### src/alft_pkg.sv
// alft_pkg: constants, types and baud table for the adapter link flow and timeout block
// assumes a 200 MHz ref_clk and link/network frames already decoded into one-cycle events
// Operation
// - never issue a second request before the first one's response arrives.
// - drop incoming requests while our own response is still owed.
// - composite get without appliance-fetch property is answered locally.
// - composite get with appliance-fetch property queries appliance first, then answers.
// - composite set without appliance-push property is answered locally.
// - composite set with appliance-push property forwards to appliance, then answers.
// - link responses are due within 3 seconds of the request.
// - initialization processing must finish within 5 seconds.
// - waiting for peer initialization expires after 6 seconds.
// - network node requests must be answered within 5 seconds.
// - adapter waits at most 5 seconds for a confirmation response.
// - reset line low stops the adapter; a rising edge starts reset.
// - link bit rate is one of seven fixed rates, 2400 to 115200.
// - an error frame in reply means failure; resend as after timeout.
package alft_pkg;

  localparam int unsigned CLK_HZ     = 200_000_000;
  localparam int unsigned CYC_PER_MS = CLK_HZ / 1000;
  localparam int unsigned TMR_W      = 32;

  localparam int unsigned LINK_RESPONSE_LIMIT_MS           = 3000;
  localparam int unsigned LINK_RESPONSE_LIMIT_ALT_MS       = 3000;
  localparam int unsigned INIT_PROCESS_LIMIT_MS            = 5000;
  localparam int unsigned INIT_WAIT_LIMIT_MS               = 6000;
  localparam int unsigned NODE_RESPONSE_LIMIT_MS           = 5000;
  localparam int unsigned APPLIANCE_CONFIRM_PROCESS_LIMIT_MS = 3000;
  localparam int unsigned DATA_DISPOSAL_WAIT_LIMIT_MS      = 6000;
  localparam int unsigned CONFIRM_ISSUE_LIMIT_MS           = 3000;
  localparam int unsigned ADAPTER_CONFIRM_WAIT_LIMIT_MS    = 5000;

  localparam logic [TMR_W-1:0] LINK_RESPONSE_LIMIT_CYC     = TMR_W'(LINK_RESPONSE_LIMIT_MS * CYC_PER_MS);
  localparam logic [TMR_W-1:0] LINK_RESPONSE_LIMIT_ALT_CYC = TMR_W'(LINK_RESPONSE_LIMIT_ALT_MS * CYC_PER_MS);
  localparam logic [TMR_W-1:0] INIT_PROCESS_LIMIT_CYC      = TMR_W'(INIT_PROCESS_LIMIT_MS * CYC_PER_MS);
  localparam logic [TMR_W-1:0] INIT_WAIT_LIMIT_CYC         = TMR_W'(INIT_WAIT_LIMIT_MS * CYC_PER_MS);
  localparam logic [TMR_W-1:0] NODE_RESPONSE_LIMIT_CYC     = TMR_W'(NODE_RESPONSE_LIMIT_MS * CYC_PER_MS);
  localparam logic [TMR_W-1:0] ADAPTER_CONFIRM_WAIT_LIMIT_CYC = TMR_W'(ADAPTER_CONFIRM_WAIT_LIMIT_MS * CYC_PER_MS);

  // timer slots
  localparam int NUM_TMR  = 6;
  localparam int TI_LINK  = 0;
  localparam int TI_CONF  = 1;
  localparam int TI_APP   = 2;
  localparam int TI_NODE  = 3;
  localparam int TI_IPROC = 4;
  localparam int TI_IWAIT = 5;

  localparam int unsigned NUM_BAUD = 7;
  localparam int unsigned BAUD_BPS [NUM_BAUD] = '{2400, 9600, 19200, 28800, 38400, 57600, 115200};

  // rounded clocks per bit; unlisted selects fall back to the slowest rate
  function automatic logic [TMR_W-1:0] alft_baud_div(input logic [2:0] sel);
    int unsigned rate;
    rate = (32'(sel) < NUM_BAUD) ? BAUD_BPS[sel] : BAUD_BPS[0];
    return TMR_W'((CLK_HZ + rate / 2) / rate);
  endfunction

  localparam logic [2:0]       BAUD_SEL_RST   = 3'h1;
  localparam logic [TMR_W-1:0] BAUD_DIV_RST   = alft_baud_div(BAUD_SEL_RST);
  localparam logic [TMR_W-1:0] BAUD_DIV_2400  = alft_baud_div(3'h0);
  localparam logic [7:0]       RESEND_CNT_RST = 8'h00;
  localparam logic [7:0]       RESEND_CNT_MAX = 8'hFF;

  typedef enum logic [2:0]
  {
    ST_STOP  = 3'b000,
    ST_INIT  = 3'b001,
    ST_IDLE  = 3'b010,
    ST_SEND  = 3'b011,
    ST_WAIT  = 3'b100,
    ST_REPLY = 3'b101
  } alft_state_t;

  typedef struct packed
  {
    logic req;
    logic rsp;
    logic err;
  } alft_link_rx_t;

  typedef struct packed
  {
    logic valid;
    logic is_get;
    logic is_set;
    logic appliance_svc;
  } alft_net_req_t;

  typedef struct packed
  {
    logic send;
    logic confirm;
    logic resend;
  } alft_tx_cmd_t;

  localparam alft_tx_cmd_t TX_CMD_IDLE = '0;

endpackage

### src/alft_timer.sv
// alft_timer: one response/limit timer, expiry pulse after LIMIT enabled edges
// assumes start is a single-cycle event from the controller; clear stays high for as long as the reset line is low
module alft_timer
  import alft_pkg::*;
#(
  parameter int unsigned       W     = TMR_W,
  parameter logic [W-1:0]      LIMIT = LINK_RESPONSE_LIMIT_CYC
)
(
  input  wire logic ref_clk,
  input  wire logic rst_b,
  input  wire logic clk_en,
  input  wire logic start,
  input  wire logic clear,
  output logic      run_ff,
  output logic      expire_ff
);

  logic [W-1:0] cnt_ff;

  // start wins over clear so a fresh request is never lost
  always_ff @(posedge ref_clk)
  begin
    if (!rst_b)
    begin
      cnt_ff    <= '0;
      run_ff    <= 1'b0;
      expire_ff <= 1'b0;
    end
    else if (clk_en)
    begin
      expire_ff <= 1'b0;
      if (start)
      begin
        run_ff <= 1'b1;
        cnt_ff <= '0;
      end
      else if (clear)
        run_ff <= 1'b0;
      else if (run_ff)
      begin
        if (cnt_ff == LIMIT - 1'b1)
        begin
          run_ff    <= 1'b0;
          expire_ff <= 1'b1;
        end
        else
          cnt_ff <= cnt_ff + 1'b1;
      end
    end
  end
endmodule

### src/alft_link_ctrl.sv
// alft_link_ctrl: adapter-side transaction control for the appliance serial link
// assumes a framer gives one-cycle frame events and consumes tx_cmd_ff pulses
module alft_link_ctrl
  import alft_pkg::*;
#(
  parameter logic [TMR_W-1:0] P_LINK_RSP_CYC     = LINK_RESPONSE_LIMIT_CYC,
  parameter logic [TMR_W-1:0] P_CONFIRM_WAIT_CYC = ADAPTER_CONFIRM_WAIT_LIMIT_CYC,
  parameter logic [TMR_W-1:0] P_APP_RSP_CYC      = LINK_RESPONSE_LIMIT_ALT_CYC,
  parameter logic [TMR_W-1:0] P_NODE_RSP_CYC     = NODE_RESPONSE_LIMIT_CYC,
  parameter logic [TMR_W-1:0] P_INIT_PROC_CYC    = INIT_PROCESS_LIMIT_CYC,
  parameter logic [TMR_W-1:0] P_INIT_WAIT_CYC    = INIT_WAIT_LIMIT_CYC
)
(
  input  wire logic          ref_clk,
  input  wire logic          rst_b,
  input  wire logic          clk_en,
  input  wire logic          app_rst_line,
  input  wire logic [2:0]    baud_sel,
  input  wire logic          init_done,
  input  wire logic          peer_init_done,
  input  wire alft_link_rx_t link_rx,
  input  wire logic          link_tx_end,
  input  wire logic          link_rsp_sent,
  input  wire alft_net_req_t net_req,
  input  wire logic          confirm_enq,
  output logic               stopped_ff,
  output logic               reset_start_ff,
  output logic [TMR_W-1:0]   baud_div_ff,
  output alft_tx_cmd_t       tx_cmd_ff,
  output logic               rx_req_take_ff,
  output logic               rx_req_drop_ff,
  output logic               rsp_pending_ff,
  output logic               net_rsp_ff,
  output logic               net_req_drop_ff,
  output logic [NUM_TMR-1:0] tmo_ff,
  output logic [7:0]         resend_cnt_ff
);

  localparam logic [NUM_TMR-1:0][TMR_W-1:0] TMR_LIM =
    {P_INIT_WAIT_CYC, P_INIT_PROC_CYC, P_NODE_RSP_CYC, P_APP_RSP_CYC, P_CONFIRM_WAIT_CYC, P_LINK_RSP_CYC};

  alft_state_t        state_ff;
  alft_state_t        nxt_state;
  logic               rst_d_ff;
  logic               net_pend_ff;
  logic               cmd_conf_ff;
  logic               init_ok_ff;
  logic               peer_ok_ff;
  logic               rst_rise;
  logic               net_take;
  logic               net_fwd;
  logic               conf_take;
  logic               new_cmd;
  logic               rsp_ok;
  logic               retry;
  logic               init_fin;
  logic               init_retry;
  logic               req_take;
  logic [NUM_TMR-1:0] tmr_start;
  logic [NUM_TMR-1:0] tmr_clear;
  logic [NUM_TMR-1:0] tmr_run;
  logic [NUM_TMR-1:0] tmr_exp;

  ////////////////////////////////////////////////////////////////////////////////
  // event decode

  always_comb
  begin
    rst_rise   = app_rst_line && !rst_d_ff;
    net_take   = (state_ff == ST_IDLE) && net_req.valid;
    net_fwd    = net_take && (net_req.is_get || net_req.is_set) && net_req.appliance_svc;
    conf_take  = (state_ff == ST_IDLE) && !net_req.valid && confirm_enq;
    new_cmd    = net_fwd || conf_take;
    rsp_ok     = (state_ff == ST_WAIT) && link_rx.rsp;
    retry      = (state_ff == ST_WAIT) && !link_rx.rsp && (link_rx.err || tmr_exp[TI_LINK] || tmr_exp[TI_CONF]);
    init_fin   = (state_ff == ST_INIT) && (init_ok_ff || init_done) && (peer_ok_ff || peer_init_done);
    init_retry = (state_ff == ST_INIT) && !init_fin && (tmr_exp[TI_IPROC] || tmr_exp[TI_IWAIT]);
    req_take   = link_rx.req && !rsp_pending_ff && (state_ff != ST_STOP) && app_rst_line;
  end

  ////////////////////////////////////////////////////////////////////////////////
  // main sequence

  always_comb
  begin
    nxt_state = state_ff;
    if (!app_rst_line)
      nxt_state = ST_STOP;
    else
    begin
      case (state_ff)
        ST_STOP:
          if (rst_rise)
            nxt_state = ST_INIT;
        ST_INIT:
          if (init_fin)
            nxt_state = ST_IDLE;
        ST_IDLE:
          if (new_cmd)
            nxt_state = ST_SEND;
          else if (net_take)
            nxt_state = ST_REPLY;
        ST_SEND:
          if (link_tx_end)
            nxt_state = ST_WAIT;
        ST_WAIT:
          if (rsp_ok)
            nxt_state = net_pend_ff ? ST_REPLY : ST_IDLE;
          else if (retry)
            nxt_state = ST_SEND;
        ST_REPLY:
          nxt_state = ST_IDLE;
        default:
          nxt_state = ST_STOP;
      endcase
    end
  end

  always_ff @(posedge ref_clk)
  begin
    if (!rst_b)
      state_ff <= ST_STOP;
    else if (clk_en)
      state_ff <= nxt_state;
  end

  always_ff @(posedge ref_clk)
  begin
    if (!rst_b)
      rst_d_ff <= 1'b0;
    else if (clk_en)
      rst_d_ff <= app_rst_line;
  end

  // init completion may arrive before the peer's, so both are latched
  always_ff @(posedge ref_clk)
  begin
    if (!rst_b)
    begin
      init_ok_ff <= 1'b0;
      peer_ok_ff <= 1'b0;
    end
    else if (clk_en)
    begin
      if (state_ff != ST_INIT || init_fin)
      begin
        init_ok_ff <= 1'b0;
        peer_ok_ff <= 1'b0;
      end
      else
      begin
        init_ok_ff <= init_ok_ff || init_done;
        peer_ok_ff <= peer_ok_ff || peer_init_done;
      end
    end
  end

  always_ff @(posedge ref_clk)
  begin
    if (!rst_b)
    begin
      net_pend_ff <= 1'b0;
      cmd_conf_ff <= 1'b0;
    end
    else if (clk_en)
    begin
      if (new_cmd)
      begin
        net_pend_ff <= net_fwd;
        cmd_conf_ff <= conf_take;
      end
      else if (state_ff == ST_REPLY || !app_rst_line)
        net_pend_ff <= 1'b0;
    end
  end

  ////////////////////////////////////////////////////////////////////////////////
  // timers

  always_comb
  begin
    tmr_start = '0;
    tmr_clear = {NUM_TMR{!app_rst_line}};
    tmr_start[TI_LINK] = (state_ff == ST_SEND) && link_tx_end && !cmd_conf_ff;
    tmr_start[TI_CONF] = (state_ff == ST_SEND) && link_tx_end && cmd_conf_ff;
    tmr_start[TI_APP]  = req_take;
    tmr_start[TI_NODE] = net_take;
    tmr_start[TI_IPROC] = rst_rise || init_retry;
    tmr_start[TI_IWAIT] = rst_rise || init_retry;
    tmr_clear[TI_LINK]  = tmr_clear[TI_LINK] || ((state_ff == ST_WAIT) && (link_rx.rsp || link_rx.err));
    tmr_clear[TI_CONF]  = tmr_clear[TI_CONF] || ((state_ff == ST_WAIT) && (link_rx.rsp || link_rx.err));
    tmr_clear[TI_APP]   = tmr_clear[TI_APP] || link_rsp_sent;
    tmr_clear[TI_NODE]  = tmr_clear[TI_NODE] || (state_ff == ST_REPLY);
    tmr_clear[TI_IPROC] = tmr_clear[TI_IPROC] || init_fin;
    tmr_clear[TI_IWAIT] = tmr_clear[TI_IWAIT] || init_fin;
  end

  for (genvar gi = 0; gi < NUM_TMR; gi++)
  begin : g_tmr
    alft_timer #(
      .W     (TMR_W),
      .LIMIT (TMR_LIM[gi])
    ) u_tmr (
      .ref_clk   (ref_clk),
      .rst_b     (rst_b),
      .clk_en    (clk_en),
      .start     (tmr_start[gi]),
      .clear     (tmr_clear[gi]),
      .run_ff    (tmr_run[gi]),
      .expire_ff (tmr_exp[gi])
    );
  end

  ////////////////////////////////////////////////////////////////////////////////
  // outputs

  always_ff @(posedge ref_clk)
  begin
    if (!rst_b)
    begin
      stopped_ff     <= 1'b1;
      reset_start_ff <= 1'b0;
      tmo_ff         <= '0;
    end
    else if (clk_en)
    begin
      stopped_ff     <= (nxt_state == ST_STOP);
      reset_start_ff <= rst_rise;
      tmo_ff         <= tmr_exp;
    end
  end

  always_ff @(posedge ref_clk)
  begin
    if (!rst_b)
      baud_div_ff <= BAUD_DIV_RST;
    else if (clk_en)
      baud_div_ff <= alft_baud_div(baud_sel);
  end

  // retries are unbounded here; software sees the count and decides to give up
  always_ff @(posedge ref_clk)
  begin
    if (!rst_b)
    begin
      tx_cmd_ff     <= TX_CMD_IDLE;
      resend_cnt_ff <= RESEND_CNT_RST;
    end
    else if (clk_en)
    begin
      tx_cmd_ff.send    <= new_cmd || retry;
      tx_cmd_ff.confirm <= retry ? cmd_conf_ff : conf_take;
      tx_cmd_ff.resend  <= retry;
      if (new_cmd)
        resend_cnt_ff <= RESEND_CNT_RST;
      else if (retry && resend_cnt_ff != RESEND_CNT_MAX)
        resend_cnt_ff <= resend_cnt_ff + 8'h01;
    end
  end

  // set wins: a request taken in the cycle of a stray done stays owed
  always_ff @(posedge ref_clk)
  begin
    if (!rst_b)
    begin
      rsp_pending_ff <= 1'b0;
      rx_req_take_ff <= 1'b0;
      rx_req_drop_ff <= 1'b0;
    end
    else if (clk_en)
    begin
      rx_req_take_ff <= req_take;
      rx_req_drop_ff <= link_rx.req && !req_take;
      if (!app_rst_line)
        rsp_pending_ff <= 1'b0;
      else if (req_take)
        rsp_pending_ff <= 1'b1;
      else if (link_rsp_sent)
        rsp_pending_ff <= 1'b0;
    end
  end

  always_ff @(posedge ref_clk)
  begin
    if (!rst_b)
    begin
      net_rsp_ff      <= 1'b0;
      net_req_drop_ff <= 1'b0;
    end
    else if (clk_en)
    begin
      net_rsp_ff      <= (state_ff == ST_REPLY);
      net_req_drop_ff <= net_req.valid && (state_ff != ST_IDLE);
    end
  end
endmodule

### config.mk
export PLATFORM = sky130hd
export DESIGN_NAME = alft_link_ctrl
export DESIGN_NICKNAME = d
export VERILOG_FILES = /design/src/alft_pkg.sv /design/src/alft_timer.sv /design/src/alft_link_ctrl.sv
export SDC_FILE = /design/constraint.sdc
export NUM_CORES = 1
export LEC_CHECK = 0
export ABC_AREA = 1
export ABC_CLOCK_PERIOD_IN_PS = 40200
export BUFFER_PORTS_ARGS = -buffer_cell sky130_fd_sc_hd__buf_2
export CAP_MARGIN = 10
export CORE_MARGIN = 2
export CORE_UTILIZATION = 40
export DETAILED_ROUTE_END_ITERATION = 10
export HOLD_SLACK_MARGIN = 0.05
export PLACE_DENSITY = 0.62
export SLEW_MARGIN = 20
export SYNTH_ARGS = -nofsm -noshare
export SYNTH_HDL_FRONTEND = slang
export SYNTH_SLANG_ARGS = --single-unit
### constraint.sdc
create_clock -name ref_clk -period 40.2 [get_ports ref_clk]
set_input_delay 2.01 -clock ref_clk [delete_from_list [all_inputs] [get_ports ref_clk]]
set_output_delay 2.01 -clock ref_clk [all_outputs]
set_load 0.005 [all_outputs]
# After elaboration in Yosys (flattened, before gate mapping)
# Memories as Yosys holds them, arrays and structs flattened.
# Index checks and enable logic that the tools add are counted.
word_totals:
  ff_bits: 268
  rom_bits: 256
  word_cells: 238
  n_memories: 1
classes:
  n_addsub: 8
  div_mod_pow: 1
  order_cmp: 2
  n_eq_ne: 26
  n_mux: 95
  bitwise_logic: 1
  n_reduce_logical: 67
mem_list:
  columns: ["memory", "depth", "word_bits", "read_ports", "rd_ports_with_merged_regs", "wr", "line", "source"]
  rows:
  - ["(no name shown)", 8, 32, 1, 0, 0, "alft_pkg.sv:56", "rate = (32'(sel) < NUM_BAUD) ? BAUD_BPS[sel] : BAUD_BPS[0];"]
ops:
  columns: ["operator", "count"]
  rows:
  - ["2-to-1 mux 32 bit", 27]
  - ["adder 32 x 1 -> 32 bit, second input constant", 6]
  - ["equality test 32 x 30 -> 1 bit, second input constant", 5]
  - ["2-to-1 mux 1 bit", 56]
  - ["adder 28 x 31 -> 32 bit, first input constant", 1]
  - ["divider 32 x 32 -> 32 bit", 1]
  - ["equality test 32 x 31 -> 1 bit, second input constant", 1]
  - ["2-to-1 mux 3 bit", 9]
  - ["AND reduction 4 bit", 6]
  - ["logical AND 1 bit", 23]
  - ["case mux 3 bit (6 select lines)", 1]
  - ["2-to-1 mux 8 bit", 2]
  - ["inequality test 2 x 1 -> 1 bit, second input constant", 8]
  - ["nonzero test 2 bit", 8]
  - ["logical OR 1 bit", 15]
  - ["adder 8 x 1 -> 8 bit, second input constant", 1]
  - ["logical NOT 1 bit", 8]
  - ["inequality test 8 bit, second input constant", 1]
  - ["AND reduction 2 bit", 4]
  - ["equality test 3 x 2 -> 1 bit, second input constant", 2]
  - ["equality test 3 bit, second input constant", 2]
  - ["logical NOT 3 bit", 2]
  - ["inequality test 2 bit, second input constant", 3]
  - ["inequality test 3 x 1 -> 1 bit, second input constant", 2]
  - ["6 further kinds", 6]

# Longest topological paths before layout
# Gate-level depths: netlist of the first run.
depth:
  ltp_word: 9
  depth_mapped: 290

# By module
# From an unflattened synthesis of the first run, not the netlist that was laid out.
unflattened:
  cells_unflattened: 6390
  hier_area_um2: 37059.3
by_module_without_submodules:
  columns: ["module", "n_inst", "cells_per_inst", "area_per_inst_um2", "seq_area_each_um2"]
  rows:
  - ["alft_link_ctrl", 1, 3731, 22283.9, 1181.1]
  - ["alft_timer (g_tmr[1].u_tmr ...)", 3, 447, 2473.6, 680.7]
  - ["alft_timer (g_tmr[0].u_tmr ...)", 2, 442, 2448.6, 680.7]
  - ["alft_timer (g_tmr[5].u_tmr)", 1, 434, 2457.4, 680.7]

# Worst setup path after synthesis of the first run
# No wires, ideal clock.
synth_timing:
  path_kind: "input to register"
  startpoint: "in baud_sel[2]"
  endpoint: "reg baud_div_ff[0]"
  setup_time_ps: 117
  arrival_ps: 34014
  required_ps: 40083
  setup_slack_ps: 6069
  path_stages: 250
  n_path_buf: 20
  cell_sequence: "buf_6 -> inv_6 -> nand2_8 -> nand2_4 -> nand2_2 -> ha_1 -> nor2_1 -> nand2_1 -> a31oi_1 -> xor2_1 -> nand2_1 -> nand2_1 -> inv_1 -> ha_1 -> a21oi_1 -> nand3_2 -> a21boi_2 -> buf_6 -> (+214 left out) -> nand2_4 -> inv_2 -> nand3_1 -> o21ai_0 -> ha_1 -> a21oi_1 -> o21ai_0 -> o21a_1 -> o21a_1 -> o21a_1 -> o21ai_0 -> inv_1 -> nand3_1 -> nand2_1 -> nand2_1 -> nand2_1 -> nand2_1 -> a21oi_1"
synth_between:
  elab_chain_len: 7
  word_cells_on_any_way: 8
  cone_classes: "add/sub (1); div (1); order compare (1); mux (3); bitwise (1); memory (1)"
synth_rtl:
  columns: ["item", "line", "source"]
  rows:
  - ["start, declared", "alft_link_ctrl.sv:18", "input wire logic [2:0] baud_sel,"]
  - ["NOT 3 -> 4 bit (not written as such)", "alft_pkg.sv:56", null]
  - ["memory read (8 x 32 bit)", null, null]
  - ["2-to-1 mux 32 bit (not written as such) (2 in a row)", "alft_pkg.sv:56", null]
  - ["2-to-1 mux 32 bit *", "alft_pkg.sv:56", null]
  - ["adder 28 x 31 -> 32 bit", "alft_pkg.sv:57", "return TMR_W'((CLK_HZ + rate / 2) / rate);"]
  - ["divider 32 x 32 -> 32 bit *", "alft_pkg.sv:57", null]
  - ["end signal, assigned", "alft_link_ctrl.sv:238", "baud_div_ff <= alft_baud_div(baud_sel);"]
  - ["end, declared", "alft_link_ctrl.sv:28", "output logic [TMR_W-1:0] baud_div_ff,"]
# Every way passes the cells marked *; elsewhere a longest branch is shown, timed or not. The select of a mux whose other input is x is not followed.
# A chain may end at the register's enable or synchronous reset.

# Final worst setup path of the first run
layout_timing:
  startpoint: "in baud_sel[0]"
  endpoint: "reg baud_div_ff[0]"
# The elaborated chain is that of the path after synthesis.

==> summary.md, run 1 <==
| Metric | Value |
|---|---|
| Post-layout net count | `5027` |
| Die span in y | `between 200 and 300 um` |
| Max-cap viol count | `0` |
| Mapped Area | `29100 sq um` |
| Slack of the worst reg-to-reg path | `approximately 35000 ps` |
| Critical Path End Type | `register` |
| Core area | `71900 sq um` |
| CTS tree | `done` |
| Share of final-layout standard cells stronger than drive strength 1 | `10.8%` |
| Top routing layer used | `met5` |
| TritonCTS buffer count | `34` |
| Data required time at the worst endpoint | `40610 ps` |
| Post-placement cell count | `roughly 5700` |
| Hold Path Origin | `baud_div_ff[24]` |
| Final critical-path share of the clock period | `91.6%` |
| Global routing usage summed across all routing layers | `24.7%` |
| Violation count after the first detailed-routing iteration | `approximately 2700` |
| I/O pin total | `75` |
| Count of H-tree levels built during CTS | `2` |
| Launch point of the worst reg-to-reg path | `state_ff[0]` |
| #FFs+latches synth | `263` |
| Hold Path Stages | `2` |
| Average wire length per cell after detail routing | `16.6 um` |
| Die width | `274 um` |
| Final Hold Violating Endpoints | `0` |
| Commonest cells after routing, fill and taps aside | `1033 x nand2_1, 632 x inv_1, 510 x nor2_1` |
| Total gr overflow | `0` |
| Filler Cells Inserted | `7739` |
| Most common cell after layout, fill and taps aside | `nand2_1` |
| CP arrival | `37240 ps` |
| Number of antenna violations at the first check in global routing | `3` |
| Clk slew on worst S/H paths | `~60 ps` |
| Result of the run | `complete, no violations` |
| Count of buffers inserted at the top-level ports | `74` |
| Post-detailed-route via-to-cell ratio | `5.37` |
| Final critical delay including setup and external delays | `about 37000 ps` |
| Post-route insts no fill | `between 5000 and 6000` |
| Buffer type at the clock tree root | `clkbuf_16` |
| Category of the worst setup path launch point | `input port` |
| Met1 wire length | `between 40 and 50 mm` |
| Die area | `~75000 sq um` |
| EDFF count, synth | `0` |
| Maximum number of pins on one net before global-route repair | `44` |
| Core occupancy in the finished layout | `between 40% and 50%` |
| Number of warnings printed during yosys synthesis | `0` |
| Cell count of the worst reg-to-reg path | `33` |
| Initial core utilization | `40.5%` |
| Highest cell delay on the worst timing path | `approximately 400 ps` |
| Standard cell with the maximum stage delay on the critical path | `ha_1` |
| Tightest Pin Transition | `870 ps` |
| Share of flip-flops with an asynchronous set or reset | `0%` |
| Clock sink count | `263` |
| First-pass GRT wire length | `between 150 and 200 mm` |
| Peak Freq | `0.0272 GHz` |
| Length of routed met3 wiring | `approximately 6.5 mm` |
| Via count | `about 31000` |
| Distinct cell type count after synthesis | `just under 90` |
| End point of the most critical hold path | `baud_div_ff[24]` |
| DR pass1 iterations | `6` |
| Leading register cell type out of synthesis | `dfxtp_1` |
| Clock insertion delay at the later pin of the skew report | `between 500 and 600 ps` |
| Critical path start-end classification | `in -> reg` |
| Count of pins over their slew limit | `0` |
| Worst clock skew | `42.1 ps` |
| Routed Wire Length | `95.7 mm` |
| Number of design rule violations left after detail routing | `0` |
| Vias in the first global route | `roughly 28000` |
| Sum Neg Setup Slack | `0 ps` |
| Critical Path Most Common Cell | `nand2_1` |
| Hold WC Path Type | `reg -> reg` |
| Fraction of the yosys area taken by sequential cells | `18.1%` |
| Reg-to-reg critical path endpoint | `g_tmr[4].u_tmr.cnt_ff[31]` |
| Post-synthesis average cell area | `6.17 sq um` |
| Row count | `98` |
| Fin Hold WS | `about 420 ps` |
| Count of antenna-violating nets left after detailed routing | `0` |
| HPWL after detailed placement | `71.8 mm` |
| Wire length on met2 | `41.7 mm` |
| Area grow syn2layout | `8.96%` |
| Number of buffers between clock root and the deepest sink | `3` |
| Final setup viols | `0` |
| Routability Congestion | `0.943` |
| Relative slew margins | `41.8%` |
| Count of mapped cells out of synthesis | `4719` |
| Largest driver fanout on the critical path | `24` |
## metal layers
layer / vias to the layer above / global-route usage [%]
li1: 15800 / -
met1: 14000 / 34.4
met2: 950 / 39.4
met3: 199 / 3.06
met4: 2 / 8.32
met5: - / 0
## what timing repair did
item	in CTS	in global routing
setup endpoints to repair	0	2
resized for setup	0	34
buffers inserted	0	28
hold buffers	0	0
## worst max-delay path, delay by kind of cell
kind	cells	cell delay, ps
XOR/XNOR	2	280
buffers and inverters	44	4190
AO/OA/AOI/OAI	41	6870
adder cells (fa/ha/maj)	22	6850
AND/OR/NAND/NOR	134	16900
## metrics by stage
stage,worst slack (ps),instance area (sq um)
6_report,3370,31700
5_1_grt,-25.7,31700
4_1_cts,1050,31400
3_5_place_dp,650,30200
3_3_place_gp,1230,30200
2_1_floorplan,6070,29200
## registers in the layout (all words and copies together), names as in the netlist
signal	count
baud_div_ff	27
cmd_conf_ff	1
g_tmr.u_tmr.cnt_ff	192
g_tmr.u_tmr.expire_ff	6
g_tmr.u_tmr.run_ff	6
init_ok_ff	1
net_pend_ff	1
net_req_drop_ff	1
net_rsp_ff	1
peer_ok_ff	1
resend_cnt_ff	8
reset_start_ff	1
rsp_pending_ff	1
rst_d_ff	1
rx_req_drop_ff	1
rx_req_take_ff	1
state_ff	3
stopped_ff	1
tmo_ff	6
tx_cmd_ff	3
## cells in the mapped netlist (43+ instances only)
cell	instances	area (sq um)
a21oi_1	294	1470
clkbuf_1	43	161
dfxtp_1	263	5270
ha_1	209	2620
inv_1	634	2380
nand2_1	1033	3880
nand2_2	77	482
nand3_1	328	1640
nand3_2	48	480
nand4_1	136	851
nor2_1	512	1920
nor3_1	159	796
o21ai_0	273	1370
xnor2_1	60	526
xor2_1	94	823
## cell type report
type / instances / area (sq um) / share of cell area (%)
Antenna cell: 1 / 2.50 / 0.00788
Multi-Input combinational cell: 3688 / 20700 / 65.3
Clock inverter: 11 / 128 / 0.402
Clock buffer: 51 / 1020 / 3.20
Sequential cell: 263 / 5270 / 16.6
Timing Repair Buffer: 131 / 813 / 2.56
Tap cell: 950 / 1190 / 3.74
Timing Repair inverter: 1 / 5.00 / 0.0158
Inverter: 680 / 2600 / 8.20
## worst max-delay path by stage
stage	slack, ps	from	cells past startpoint	end
final	3370	baud_sel[0]	243	baud_div_ff[0]
after global placement	1230	baud_sel[0]	221	baud_div_ff[0]
after global routing	-30	baud_sel[0]	236	baud_div_ff[0]
after CTS	1050	baud_sel[0]	224	baud_div_ff[0]
after detailed placement	650	baud_sel[0]	224	baud_div_ff[0]
after floorplan	6070	baud_sel[2]	250	baud_div_ff[0]
## logic make-up (layout without fill, tap and decap cells)
logic type	after synthesis	count (layout)	share of synthesized area [%]
buffers and inverters	779	874	11.4
adder cells (fa/ha/maj)	209	209	8.98
AO/OA/AOI/OAI	782	782	15.2
flip-flops	263	263	18.1
XOR/XNOR	154	154	4.63
AND/OR/NAND/NOR	2530	2532	41.6
other	2	12	0.0258
Power of run 1 is left out: the tool's default activity adds up to more than one toggle a clock period on the data nets, which glitch-free logic cannot reach.
==> run 2: changes to the inputs <==
GPL_TIMING_DRIVEN = 0   (was default)
==> summary.md, run 2 (same netlist as run 1, synthesis figures left out) <==
| Metric | Value |
|---|---|
| Row count | `98 (unchanged)` |
| Result of the run | `complete, no violations` |
| CP arrival | `38110 ps (+870 ps)` |
| Share of final-layout standard cells stronger than drive strength 1 | `12.2% (+1.3 points)` |
| Count of H-tree levels built during CTS | `2 (unchanged)` |
| Count of antenna-violating nets left after detailed routing | `0 (unchanged)` |
| Count of buffers inserted at the top-level ports | `73 (-1.4%)` |
| Area grow syn2layout | `11.6%` |
| Largest driver fanout on the critical path | `28 (+17%)` |
| Peak Freq | `0.0265 GHz (-2.2%)` |
| Clock sink count | `263 (unchanged)` |
| DR pass1 iterations | `8 (+2)` |
| Final setup viols | `0 (unchanged)` |
| Vias in the first global route | `28000 (+0.064%)` |
| Count of pins over their slew limit | `0 (unchanged)` |
| Final Hold Violating Endpoints | `0 (unchanged)` |
| Final critical delay including setup and external delays | `37670 ps (+847 ps)` |
| Clock insertion delay at the later pin of the skew report | `560 ps (about the same)` |
| Sequential cell area | `5270 sq um (unchanged)` |
| Buffer type at the clock tree root | `clkbuf_16` |
| Clk slew on worst S/H paths | `60 ps (about the same)` |
| Ant diodes | `0 (-1)` |
| Filler Cells Inserted | `7758 (+0.25%)` |
| Hold WC Path Type | `reg -> reg` |
| Category of the worst setup path launch point | `input port` |
| Core area | `71900 sq um (unchanged)` |
| Most common cell after layout, fill and taps aside | `nand2_1` |
| Highest cell delay on the worst timing path | `400 ps (about the same)` |
| Post-detailed-route via-to-cell ratio | `5.34 (-0.66%)` |
| Sum Neg Setup Slack | `0 ps (unchanged)` |
| Global routing usage summed across all routing layers | `25.1% (+0.33 points)` |
| Registers with the most flip-flops | `g_tmr.u_tmr.cnt_ff (192), baud_div_ff (27), resend_cnt_ff (8)` |
| Post-layout net count | `5102 (+1.5%)` |
| Die area | `75000 sq um (unchanged)` |
| Die span in y | `274 um (unchanged)` |
| Critical Path End Type | `register` |
| Initial core utilization | `40.5% (unchanged)` |
| Number of antenna violations at the first check in global routing | `0 (-3)` |
| Maximum number of pins on one net before global-route repair | `45 (+2.3%)` |
| Via count | `31200 (+0.58%)` |
| Routed Wire Length | `96.6 mm (+0.99%)` |
| Critical path start-end classification | `in -> reg` |
| CTS tree | `done` |
| Worst clock skew | `23.3 ps (-18.8 ps)` |
| HPWL after detailed placement | `74.9 mm (+4.3%)` |
| Relative slew margins | `25.3% (-17 points)` |
| Area of the multi-input gates | `20900 sq um (+0.69%)` |
| First-pass GRT wire length | `151 mm (+0.82%)` |
| Average wire length per cell after detail routing | `16.5 um (-0.25%)` |
| I/O pin total | `75 (unchanged)` |
| Largest reg by FF count | `g_tmr.u_tmr.cnt_ff` |
| Max-cap viol count | `0 (unchanged)` |
| Core occupancy in the finished layout | `45.2% (+1.1 points)` |
| Largest register FFs | `192 (unchanged)` |
| Data required time at the worst endpoint | `40630 ps (+20 ps)` |
| Fin Hold WS | `431 ps (+6.40 ps)` |
| Standard cell with the maximum stage delay on the critical path | `ha_1` |
| Critical Path Most Common Cell | `nand2_1` |
| Violation count after the first detailed-routing iteration | `2520 (-7.9%)` |
| Total gr overflow | `0 (unchanged)` |
| Commonest cells after routing, fill and taps aside | `1030 x nand2_1, 623 x inv_1, 508 x nor2_1` |
| Routability Congestion | `0.940 (-0.31%)` |
| Number of design rule violations left after detail routing | `0 (unchanged)` |
| Tightest Pin Transition | `1120 ps (+246 ps)` |
| Number of buffers between clock root and the deepest sink | `3 (unchanged)` |
| Die width | `274 um (unchanged)` |
| TritonCTS buffer count | `34 (unchanged)` |
| Final critical-path share of the clock period | `93.7% (+2.1 points)` |
[run 2: cell count changes in the layout (fill, tap and decap cells not counted), sizes merged]
cell      delta
nor2         +1
bufinv       +2
inv          -1
clkbuf      +45
nand4        -1
diode        -1
clkinvlp     +3
buf         +24
[run 2: area by class of cell]
cell class                 instances  area share (%)
inverter                         680            8.05
sequential                       263            16.2
clock inverter                    15           0.601
clock buffer                      45            2.93
timing repair buffer             108            1.99
buffer                            98            2.34
tap                              950            3.66
timing repair inverter             1          0.0154
multi-input combinational       3688            64.2
[run 2: worst max-delay path, delay by kind of cell]
family                   cells  cell delay, ps
AO/OA/AOI/OAI               49            7680
adder cells (fa/ha/maj)     21            6650
buffers and inverters       61            7200
AND/OR/NAND/NOR            124           14410
[run 2: repair_timing]
action | CTS | global route
pin swaps | 0 | 25
gates cloned | 0 | 3
endpoints found under the setup margin | 1 | 2
hold buffers | 0 | 0
resized for setup | 12 | 99
buffers inserted | 0 | 34
[run 2: worst paths after layout]
check	start	end	slack (ps)	depth (start not counted)
max	baud_sel[0]	baud_div_ff[0]	2530	255
min	baud_div_ff[24]	baud_div_ff[24]	430	2
max reg2reg	state_ff[0]	g_tmr[4].u_tmr.cnt_ff[31]	35250	33
min reg2reg	baud_div_ff[24]	baud_div_ff[24]	430	2
[run 2: metrics by stage]
stage | instances | instance area, sq um | setup slack, ps
after global routing | 5848 | 32500 | -135
after global placement | 5751 | 30700 | -1900
after floorplan | 4728 | 29200 | 6070
after CTS | 5812 | 31900 | 10.2
final | 5848 | 32500 | 2530
after detailed placement | 5752 | 30700 | -1970
[run 2: metal layers]
metal	vias up	GRT usage [%]	part of all wire [%]
met5	-	0	0
met4	0	7.47	3.2
met3	158	2.61	6.8
met2	873	39.5	43
met1	14200	35.9	47
li1	16000	-	-
Power of run 2 is left out for the same reason.
